[src/hdl/lpm_defines.vh]
// constants for the operating-mode controller
// assumes a single 40 MHz clock and mode bits driven by the cpu core
//
// How it works
// - one run state plus five software sleep levels
// - run state keeps every clock running
// - level zero: cpu halted, aux and subsystem run
// - level one adds dc generator off if unused
// - level two gates main and subsystem, generator on
// - level three: only auxiliary clock left running
// - level four stops everything, crystal included
// - interrupt wakes; return re-enters saved level
// - blank reset vector forces level four at power-up
`ifndef LPM_DEFINES_VH
`define LPM_DEFINES_VH

// status mode bits: cpu off, osc off, scg0, scg1
`define LPM_SR_CPUOFF    0
`define LPM_SR_OSCOFF    1
`define LPM_SR_SCG0      2
`define LPM_SR_SCG1      3
`define LPM_SR_W         4
`define LPM_SR_RESET     4'h0

`define LPM_SR_LVL0      4'h1
`define LPM_SR_LVL1      4'h5
`define LPM_SR_LVL2      4'h9
`define LPM_SR_LVL3      4'hd
`define LPM_SR_LVL4      4'hf

`define LPM_VEC_W        16
`define LPM_VEC_BLANK    16'hffff

`define LPM_ST_W         6
`define LPM_ST_RUN       6'h01
`define LPM_ST_L0        6'h02
`define LPM_ST_L1        6'h04
`define LPM_ST_L2        6'h08
`define LPM_ST_L3        6'h10
`define LPM_ST_L4        6'h20

`endif

[src/hdl/lpm_mode_ctrl.v]
// operating-mode controller: clock gates, oscillator controls, wake and restore
// assumes the core pulses mode writes, interrupt entry and return in one cycle each
`include "lpm_defines.vh"
`timescale 1ns/1ps
`default_nettype none

module lpm_mode_ctrl (
    input  wire                   clk_i,
    input  wire                   rst_i,
    input  wire                   mode_wr_i,
    input  wire [`LPM_SR_W-1:0]   mode_bits_i,
    input  wire                   irq_enter_i,
    input  wire                   irq_return_i,
    input  wire                   vec_valid_i,
    input  wire [`LPM_VEC_W-1:0]  reset_vec_i,
    input  wire                   osc_used_in_run_i,
    output reg  [`LPM_ST_W-1:0]   full_run_state_o,
    output reg  [`LPM_SR_W-1:0]   mode_bits_o,
    output reg                    cpu_run_o,
    output reg                    main_clk_en_o,
    output reg                    subsystem_main_clock_en_o,
    output reg                    aux_clk_en_o,
    output reg                    digital_osc_dc_en_o,
    output reg                    xtal_en_o,
    output reg                    boot_fetch_en_o
);

////////////////////////////////////////////////////////////////////////////
reg [`LPM_SR_W-1:0] sr;
reg [`LPM_SR_W-1:0] saved_sr;
reg                 in_handler;
reg                 boot_done;
reg [`LPM_ST_W-1:0] next_state;
reg [`LPM_SR_W-1:0] next_sr;
reg                 take_boot;
reg                 take_enter;
reg                 take_return;
reg                 take_write;
reg                 blank_vec;
reg                 next_cpu_run;
reg                 next_main_clk_en;
reg                 next_sub_clk_en;
reg                 next_aux_clk_en;
reg                 next_dc_en;
reg                 next_xtal_en;

// one-hot state from mode bits; cpu off clear maps to run, osc off with cpu off to level four
function [`LPM_ST_W-1:0] lpm_decode;
    input [`LPM_SR_W-1:0] b;
    begin
        if (!b[`LPM_SR_CPUOFF])
            lpm_decode = `LPM_ST_RUN;
        else if (b[`LPM_SR_OSCOFF])
            lpm_decode = `LPM_ST_L4;
        else begin
            case ({b[`LPM_SR_SCG1], b[`LPM_SR_SCG0]})
                2'h0:    lpm_decode = `LPM_ST_L0;
                2'h1:    lpm_decode = `LPM_ST_L1;
                2'h2:    lpm_decode = `LPM_ST_L2;
                default: lpm_decode = `LPM_ST_L3;
            endcase
        end
    end
endfunction

////////////////////////////////////////////////////////////////////////////
// request decode; entry beats return, return beats a plain write
always @* begin
    take_boot   = !boot_done && vec_valid_i;
    blank_vec   = (reset_vec_i == `LPM_VEC_BLANK);
    take_enter  = boot_done && irq_enter_i;
    take_return = boot_done && !irq_enter_i && irq_return_i && in_handler;
    take_write  = boot_done && !irq_enter_i && !take_return && mode_wr_i;
end

////////////////////////////////////////////////////////////////////////////
// vector seen once; nothing else is taken before it
always @(posedge clk_i or posedge rst_i) begin
    if (rst_i) begin
        boot_done <= 1'b0;
    end else if (take_boot) begin
        boot_done <= 1'b1;
    end
end

////////////////////////////////////////////////////////////////////////////
// next mode bits
always @* begin
    next_sr = sr;
    if (take_boot && blank_vec) begin
        next_sr = `LPM_SR_LVL4;
    end else if (take_enter) begin
        next_sr = `LPM_SR_RESET;
    end else if (take_return) begin
        next_sr = saved_sr;
    end else if (take_write) begin
        next_sr = mode_bits_i;
    end
end

// mode bits
always @(posedge clk_i or posedge rst_i) begin
    if (rst_i) begin
        sr <= `LPM_SR_RESET;
    end else begin
        sr <= next_sr;
    end
end

// single saved copy: a nested entry overwrites it
always @(posedge clk_i or posedge rst_i) begin
    if (rst_i) begin
        saved_sr   <= `LPM_SR_RESET;
        in_handler <= 1'b0;
    end else if (take_enter) begin
        saved_sr   <= sr;
        in_handler <= 1'b1;
    end else if (take_return) begin
        in_handler <= 1'b0;
    end
end

////////////////////////////////////////////////////////////////////////////
// gate decode; stopped unless a level keeps a clock alive
always @* begin
    next_state       = lpm_decode(sr);
    next_cpu_run     = 1'b0;
    next_main_clk_en = 1'b0;
    next_sub_clk_en  = 1'b0;
    next_aux_clk_en  = 1'b0;
    next_dc_en       = 1'b0;
    next_xtal_en     = 1'b0;
    case (next_state)
        `LPM_ST_RUN: begin
            next_cpu_run     = boot_done;
            next_main_clk_en = 1'b1;
            next_sub_clk_en  = 1'b1;
            next_aux_clk_en  = 1'b1;
            next_dc_en       = 1'b1;
            next_xtal_en     = 1'b1;
        end

        `LPM_ST_L0: begin
            next_cpu_run     = 1'b0;
            next_main_clk_en = 1'b0;
            next_sub_clk_en  = 1'b1;
            next_aux_clk_en  = 1'b1;
            next_dc_en       = 1'b1;
            next_xtal_en     = 1'b1;
        end

        `LPM_ST_L1: begin
            next_cpu_run     = 1'b0;
            next_main_clk_en = 1'b0;
            next_sub_clk_en  = 1'b1;
            next_aux_clk_en  = 1'b1;
            next_dc_en       = osc_used_in_run_i;
            next_xtal_en     = 1'b1;
        end

        `LPM_ST_L2: begin
            next_cpu_run     = 1'b0;
            next_main_clk_en = 1'b0;
            next_sub_clk_en  = 1'b0;
            next_aux_clk_en  = 1'b1;
            next_dc_en       = 1'b1;
            next_xtal_en     = 1'b1;
        end

        `LPM_ST_L3: begin
            next_cpu_run     = 1'b0;
            next_main_clk_en = 1'b0;
            next_sub_clk_en  = 1'b0;
            next_aux_clk_en  = 1'b1;
            next_dc_en       = 1'b0;
            next_xtal_en     = 1'b1;
        end

        default: begin
            next_cpu_run     = 1'b0;
            next_main_clk_en = 1'b0;
            next_sub_clk_en  = 1'b0;
            next_aux_clk_en  = 1'b0;
            next_dc_en       = 1'b0;
            next_xtal_en     = 1'b0;
        end
    endcase
end

////////////////////////////////////////////////////////////////////////////
// gates registered so each output comes from a flop; one cycle behind sr
always @(posedge clk_i or posedge rst_i) begin
    if (rst_i) begin
        full_run_state_o          <= `LPM_ST_RUN;
        mode_bits_o               <= `LPM_SR_RESET;
        cpu_run_o                 <= 1'b0;
        main_clk_en_o             <= 1'b1;
        subsystem_main_clock_en_o <= 1'b1;
        aux_clk_en_o              <= 1'b1;
        digital_osc_dc_en_o       <= 1'b1;
        xtal_en_o                 <= 1'b1;
        boot_fetch_en_o           <= 1'b0;
    end else begin
        full_run_state_o          <= next_state;
        mode_bits_o               <= sr;
        boot_fetch_en_o           <= boot_done;
        cpu_run_o                 <= next_cpu_run;
        main_clk_en_o             <= next_main_clk_en;
        subsystem_main_clock_en_o <= next_sub_clk_en;
        aux_clk_en_o              <= next_aux_clk_en;
        digital_osc_dc_en_o       <= next_dc_en;
        xtal_en_o                 <= next_xtal_en;
    end
end

endmodule

`default_nettype wire

[config.mk]
export PLATFORM = sky130hd
export DESIGN_NAME = lpm_mode_ctrl
export DESIGN_NICKNAME = d
export VERILOG_FILES = /design/src/hdl/lpm_mode_ctrl.v
export VERILOG_INCLUDE_DIRS = /design/src /design/src/hdl
export SDC_FILE = /design/constraint.sdc
export NUM_CORES = 1
export LEC_CHECK = 0
export BUFFER_PORTS_ARGS = -buffer_cell sky130_fd_sc_hd__buf_2
export CAP_MARGIN = 10
export CELL_PAD_IN_SITES_DETAIL_PLACEMENT = 1
export CELL_PAD_IN_SITES_GLOBAL_PLACEMENT = 1
export CORE_MARGIN = 2
export CORE_UTILIZATION = 31
export DETAILED_ROUTE_END_ITERATION = 10
export PLACE_DENSITY_LB_ADDON = 0.12
export SLEW_MARGIN = 30
export SYNTH_ARGS = -nofsm -noshare
export SYNTH_HDL_FRONTEND = slang
export SYNTH_SLANG_ARGS = --single-unit
[constraint.sdc]
create_clock -name clk_i -period 1 [get_ports clk_i]
set_input_delay 0.1 -clock clk_i [delete_from_list [all_inputs] [get_ports clk_i]]
set_output_delay 0.1 -clock clk_i [all_outputs]
set_load 0.005 [all_outputs]
==> flow_metrics.env, run 1 <==
export IMPL_status="finished, violations left"
export IMPL_violations="negative setup slack"
export IMPL_areaGrowthSynthToFinish_pct=45.1
export IMPL_drv_cap=0
export IMPL_firstDrtPassIters=4
export IMPL_core_sq_um=3050
export IMPL_fmax_ghz=0.870
export IMPL_regArea_sq_um=658
export IMPL_multi_input_area_sq_um=325
export IMPL_fin_cells=184
export IMPL_start_util=0.324
export IMPL_preCtsSetupSlack_ns=-0.101
export IMPL_insertion_delay_ns=0.31
export IMPL_pwr_density_cell_nw_per_um2=1320
export IMPL_path_cells="and2_4 -> o31ai_4 -> a22oi_1 -> nand2_1"
export IMPL_path_max_fanout=5
export IMPL_wl_mm=2.28
export IMPL_critPathKind="register to register"
export IMPL_power_total_uw=1900
export IMPL_syn_nets=109
export IMPL_final_common_cell="buf_2"
export IMPL_dp_cells=175
export IMPL_reg2reg_depth=4
export IMPL_setup_viol=12
export IMPL_relSlewSlack=0.789
export IMPL_final_nets=168
export IMPL_synth_cell_types=23
export IMPL_dieArea_sq_um=3660
export IMPL_cts_tree="built"
export IMPL_path_clk_slew_ns=0.14
export IMPL_ys_warn_count=0
export IMPL_grt_max_degree=27
export IMPL_post_dp_hpwl_mm=1.77
export IMPL_avgViaCountPerCell=4.56
export IMPL_min_period_over_period=1.15
export IMPL_drv_slew=0
export IMPL_power_leakage_uw=0.000751
export IMPL_first_iter_violations=6
export IMPL_ys_ff_latch=26
export IMPL_finalWorstSetupSlack_ns=-0.150
export IMPL_skew_ns=0.00855
export IMPL_final_cell_mix="buf_2 (40), dfrtp_1 (20), nand2_1 (14)"
export IMPL_cts_buffers=3
export IMPL_routedWlPerCell_um=12.4
export IMPL_antenna_found_initial=0
export IMPL_cts_sinks=26
export IMPL_grt_usage=0.135
export IMPL_clock_path_buffers=2
export IMPL_overflow=0
export IMPL_critical_path_startpoint="in_handler"
export IMPL_htreeDepth=1
export IMPL_layout_drive_gt1_share=0.514
export IMPL_place_congestion=0.700
export IMPL_synth_seq_area_share=0.665
export IMPL_endpoint="lpm_decode.b[2]"
export IMPL_final_min_clock_period_ns=1.15
export IMPL_r2r_slack_ns=-0.15
export IMPL_arrival_ns=1.40
export IMPL_netlist_instances=82
export IMPL_grt_first_pass_wirelength_mm=3.65
export IMPL_tightest_slew_ns=0.316
export IMPL_grt_pass1_vias=823
export IMPL_netlist_area_sq_um=988
export IMPL_diodes=0
export IMPL_crit_path_top_delay_cell="dfrtp_1"
export IMPL_finalHoldViolCount=0
export IMPL_io_buffers=43
export IMPL_r2r_start="in_handler"
export IMPL_reg2reg_to="lpm_decode.b[2]"
export IMPL_max_stage_delay_ns=0.46
export IMPL_cts_root_buf="clkbuf_4"
export IMPL_critical_path_required_ns=1.25
export IMPL_crit_path_end_kind="register"
export IMPL_ioPinCount=44
export IMPL_ir_worst_vdd_mv=0.413
export IMPL_yosysTopAreaCell="dfrtp_1"
export IMPL_rsz0062_at_grt="yes"
export IMPL_hp_class="input port to register"
export IMPL_fin_setup_tns_ns=-0.914
export IMPL_worst_setup_path_start_kind="register"
export IMPL_synth_top_cell_area_share=0.532
export IMPL_fillCellCount=348
export IMPL_die_h_um=60.5
export IMPL_rows=20
export IMPL_die_w_um=60.5
export IMPL_detail_route_antenna_nets=0
export IMPL_drc=0
export IMPL_syn_area_per_cell_sq_um=12.1
export IMPL_num_vias=839
export IMPL_synth_area_top_cells="dfrtp_1 (53%), dfstp_2 (13%), nand2_1 (5.3%)"
-- cells by family after synthesis --
| group | synth area share |
|---|---|
| buf+inv | 0.0266 |
| simple gates | 0.186 |
| compound gates | 0.100 |
| flops | 0.665 |
| mux | 0.0228 |
-- report_power, final --
part	switching, uW	total [uW]	internal, uW
clock	294	516	222
sequential	36.1	1140	1110
combinational	110	236	125
total	441	1900	1450
-- state kept, by name, summed over array words and instances, names as in the netlist, 4 cells and up --
| signal | cells |
|---|---|
| lpm_decode.b | 4 |
| full_run_state_o | 6 |
| saved_sr | 4 |
| mode_bits_o | 4 |
-- critical path, delay by kind of cell, from the launching register on --
kind / cells / cell delay [ns]
flops: 1 / 0.46
simple gates: 2 / 0.27
compound gates: 2 / 0.36
-- cell usage after synthesis, drive strengths merged --
library cell / number
a21boi: 1
a22oi: 4
and2: 1
and2b: 1
and3: 2
and4b: 1
buf: 1
dfrtp: 21
dfstp: 5
inv: 5
mux2: 2
nand2: 15
nand3: 4
nand4: 4
nor2: 1
nor2b: 1
nor3: 1
nor4: 2
o21ai: 8
o31ai: 1
or2: 1
-- cell type report --
class                      count  area share
tap                           44      0.0384
clock buffer                   4      0.0253
timing repair buffer          55       0.237
multi-input combinational     50       0.227
inverter                       5      0.0131
sequential                    26       0.459
-- worst min path at each step --
stage	start	slack [ns]	endpoint	cells after the start
2_1_floorplan	rst_i	0.14	boot_fetch_en_o	1
3_3_place_gp	rst_i	0.16	boot_fetch_en_o	3
3_5_place_dp	rst_i	0.18	in_handler	3
4_1_cts	reset_vec_i[2]	0.05	lpm_decode.b[1]	3
5_1_grt	reset_vec_i[2]	0.07	lpm_decode.b[0]	3
6_report	reset_vec_i[2]	0.06	lpm_decode.b[1]	3
-- repair_timing --
item	in CTS	in global routing
pin swaps	5	4
hold endpoints to repair	22	0
setup buffers	2	1
hold buffers	2	0
setup endpoints to repair	12	15
resized for setup	3	8
-- layer usage --
metal	GRT usage	routed length (um)	vias up
li1	-	-	401
met1	0.157	908	404
met2	0.247	1210	32
met3	0.0256	153	2
met4	0.0466	12	0
met5	0	0	-
-- through the flow --
step / instance area [sq um] / hold slack (ns) / utilization
after global routing: 1430 / 0.0744 / 0.470
final: 1430 / 0.0635 / 0.470
after floorplan: 995 / 0.136 / -
after detailed placement: 1310 / 0.180 / 0.429
after global placement: 1310 / 0.160 / 0.429
after CTS: 1400 / 0.0485 / 0.457
Note: power is estimated with default switching activity, not from simulation.
==> run 2: changes to the inputs <==
--- a/config.mk
+++ b/config.mk
@@ -6,12 +6,13 @@
 export SDC_FILE = /design/constraint.sdc
 export NUM_CORES = 1
 export LEC_CHECK = 0
+export ABC_AREA = 1
 export BUFFER_PORTS_ARGS = -buffer_cell sky130_fd_sc_hd__buf_2
 export CAP_MARGIN = 10
 export CELL_PAD_IN_SITES_DETAIL_PLACEMENT = 1
 export CELL_PAD_IN_SITES_GLOBAL_PLACEMENT = 1
 export CORE_MARGIN = 2
-export CORE_UTILIZATION = 31
+export CORE_UTILIZATION = 30
 export DETAILED_ROUTE_END_ITERATION = 10
 export PLACE_DENSITY_LB_ADDON = 0.12
 export SLEW_MARGIN = 30
==> run 2 against run 1 <==
Against the previous run:
- flip-flop and latch count is the same
- synthesized area up 5.1%
- critical endpoint is now aux_clk_en_o
- first-iteration DRC count rose by 130%
- non-clock buffer count fell by 3
- clock power is 2% higher
- utilization decreased by 2.7 points
- the run still ends with negative setup slack left
- global-route usage increased by 0.62 points
- register-to-register slack gained 0.14 ns
- setup slack better by 0.078 ns
==> flow_metrics.env, run 2 <==
export IMPL_crit_path_end_kind="output port"
export IMPL_r2r_slack_ns=-0.01
export IMPL_detail_route_antenna_nets=0
export IMPL_ys_ff_latch=26
export IMPL_start_util=0.311
export IMPL_synth_cell_types=15
export IMPL_power_total_uw=2040
export IMPL_cp_top_family="flip-flops"
export IMPL_hold_start="vec_valid_i"
export IMPL_wl_mm=2.43
export IMPL_drc=0
export IMPL_core_sq_um=3340
export IMPL_dp_cells=206
export IMPL_arrival_ns=0.97
export IMPL_synth_seq_area_share=0.633
export IMPL_grt_first_pass_wirelength_mm=4.30
export IMPL_synthAdderAreaFrac=0
export IMPL_r2r_start="in_handler"
export IMPL_top_register="full_run_state_o"
export IMPL_hp_class="input port to register"
export IMPL_die_h_um=62.8
export IMPL_design_area_sq_um=1480
export IMPL_skew_ns=0.00468
export IMPL_final_cell_mix="buf_2 (42), nand2_1 (28), dfrtp_1 (19)"
export IMPL_ys_top_cells_by_count="nand2_1 (35), dfrtp_1 (21), inv_1 (15)"
export IMPL_power_leakage_uw=0.000790
export IMPL_tightest_slew_ns=0.325
export IMPL_pwr_density_cell_nw_per_um2=1380
export IMPL_crit_path_top_delay_cell="dfstp_2"
export IMPL_syn_area_per_cell_sq_um=9.11
export IMPL_path_max_fanout=2
export IMPL_die_w_um=62.8
export IMPL_netlist_instances=114
export IMPL_layout_drive_gt1_share=0.497
export IMPL_yosysMostFrequentCell="nand2_1"
export IMPL_synth_top_family_by_area="simple AND/OR/NAND/NOR gates"
export IMPL_insertion_delay_ns=0.32
export IMPL_synth_xor_area_frac=0
export IMPL_ir_worst_vdd_mv=0.441
export IMPL_yosysTopAreaCell="dfrtp_1"
export IMPL_path_clk_slew_ns=0.13
export IMPL_cts_tree="built"
export IMPL_io_buffers=43
export IMPL_cts_sinks=26
export IMPL_grt_usage=0.141
export IMPL_cts_buffers=3
export IMPL_postLayoutCoreUtil=0.443
export IMPL_max_stage_delay_ns=0.55
export IMPL_synth_area_top_cells="dfrtp_1 (51%), dfstp_2 (13%), nand2_1 (13%)"
export IMPL_routedWlPerCell_um=11.3
export IMPL_synthMuxAreaShare=0
export IMPL_drv_slew=0
export IMPL_holdPathStages=3
export IMPL_finalHoldViolCount=0
export IMPL_place_congestion=0.749
export IMPL_diodes=0
export IMPL_critPathKind="register to output port"
export IMPL_netlist_area_sq_um=1040
export IMPL_antenna_found_initial=0
export IMPL_min_period_over_period=1.07
export IMPL_critical_path_depth=1
export IMPL_ioPinCount=44
export IMPL_clock_path_buffers=2
export IMPL_crit_buf_inv=1
export IMPL_ys_warn_count=0
export IMPL_worst_setup_path_start_kind="register"
export IMPL_final_min_clock_period_ns=1.07
export IMPL_avgViaCountPerCell=4.27
export IMPL_ys_flop_type="dfrtp_1"
export IMPL_async_flop_share=1.00
export IMPL_rsz0062_at_grt="yes"
export IMPL_synth_top_cell_area_share=0.506
export IMPL_critical_path_required_ns=0.90
export IMPL_relSlewSlack=0.783
export IMPL_violations="negative setup slack"
export IMPL_drv_cap=0
export IMPL_fmax_ghz=0.933
export IMPL_grt_pass1_vias=978
export IMPL_fin_cells=215
export IMPL_hold_end="boot_done"
export IMPL_synth_compound_area_frac=0.0289
export IMPL_reg2reg_to="lpm_decode.b[2]"
export IMPL_status="finished, violations left"
export IMPL_syn_nets=141
export IMPL_path_cells="buf_2"
export IMPL_cts_root_buf="clkbuf_4"
export IMPL_synthSimpleGateAreaFrac=0.266
export IMPL_setup_viol=8
export IMPL_dieArea_sq_um=3950
export IMPL_reg2reg_depth=6
export IMPL_finalWorstSetupSlack_ns=-0.0724
export IMPL_htreeDepth=1
export IMPL_placed_cell_area_sq_um=1330
export IMPL_post_dp_hpwl_mm=1.87
export IMPL_rows=21
export IMPL_final_nets=197
export IMPL_num_vias=917
export IMPL_first_iter_violations=14
export IMPL_areaGrowthSynthToFinish_pct=42.3
export IMPL_synth_edf_count=0
export IMPL_fillCellCount=429
export IMPL_overflow=0
export IMPL_largest_reg_flops=6
export IMPL_grt_max_degree=27
export IMPL_firstDrtPassIters=4
export IMPL_final_common_cell="buf_2"
run 2: cell types whose count changed after synthesis, sizes merged, moves of 2 or more:
cell   change
nand2     +21
nor2      +14
inv       +13
a22oi      -4
nand3      +4
o21ai      -4
a21oi      +2
and3       -2
mux2       -2
nand4      -2
nor4       -2
run 2: how the worst max path moves through the flow:
stage / to / startpoint
CTS: aux_clk_en_o / xtal_en_o
global route: aux_clk_en_o / xtal_en_o
detailed placement: lpm_decode.b[1] / boot_done
floorplan: lpm_decode.b[1] / in_handler
finish: aux_clk_en_o / xtal_en_o
global placement: lpm_decode.b[2] / in_handler
run 2: area by class of cell:
cell class                 count  area (sq um)  area share
sequential                    26           659       0.446
tap                           46          57.6      0.0389
clock buffer                   4          36.3      0.0246
timing repair buffer          52           298       0.202
multi-input combinational     69           357       0.241
inverter                      18          70.1      0.0474
run 2: timing repair:
| item | in CTS | in global routing |
|---|---|---|
| endpoints found under the setup margin | 14 | 13 |
| pin swaps | 0 | 11 |
| endpoints found under the hold margin | 22 | 0 |
| setup buffers | 2 | 1 |
| resized for setup | 4 | 19 |
| hold buffers | 2 | 0 |
run 2: routing by layer:
| layer | wire length [um] | part of all wire | up-vias | GRT usage |
|---|---|---|---|---|
| met5 | 0 | 0 | - | 0 |
| met1 | 968 | 0.40 | 426 | 0.153 |
| li1 | - | - | 457 | - |
| met3 | 142 | 0.058 | 4 | 0.0306 |
| met2 | 1260 | 0.52 | 30 | 0.254 |
| met4 | 58 | 0.024 | 0 | 0.0750 |
run 2: where the power goes:
| part | total, uW | internal (uW) | switching, uW |
|---|---|---|---|
| Clock | 526 | 223 | 303 |
| Combinational | 328 | 152 | 176 |
| Sequential | 1190 | 1140 | 44.5 |
| Total | 2040 | 1520 | 524 |
run 2: logic make-up (layout without fill, tap and decap cells):
| kind of cell | Yosys count | in the layout |
|---|---|---|
| flip-flops | 26 | 26 |
| AND/OR/NAND/NOR | 63 | 63 |
| buffers and inverters | 19 | 74 |
| AO/OA/AOI/OAI | 6 | 6 |
run 2: per-stage QoR:
stage | TNS (ns) | hold WS (ns) | setup WS, ns
after floorplan | 0 | 0.136 | 0.0283
after global placement | 0 | 0.162 | 0.0163
after detailed placement | -0.145 | 0.178 | -0.0460
after CTS | -0.457 | 0.00709 | -0.0843
after global routing | -0.911 | 0.0225 | -0.121
final | -0.388 | 0.0234 | -0.0724
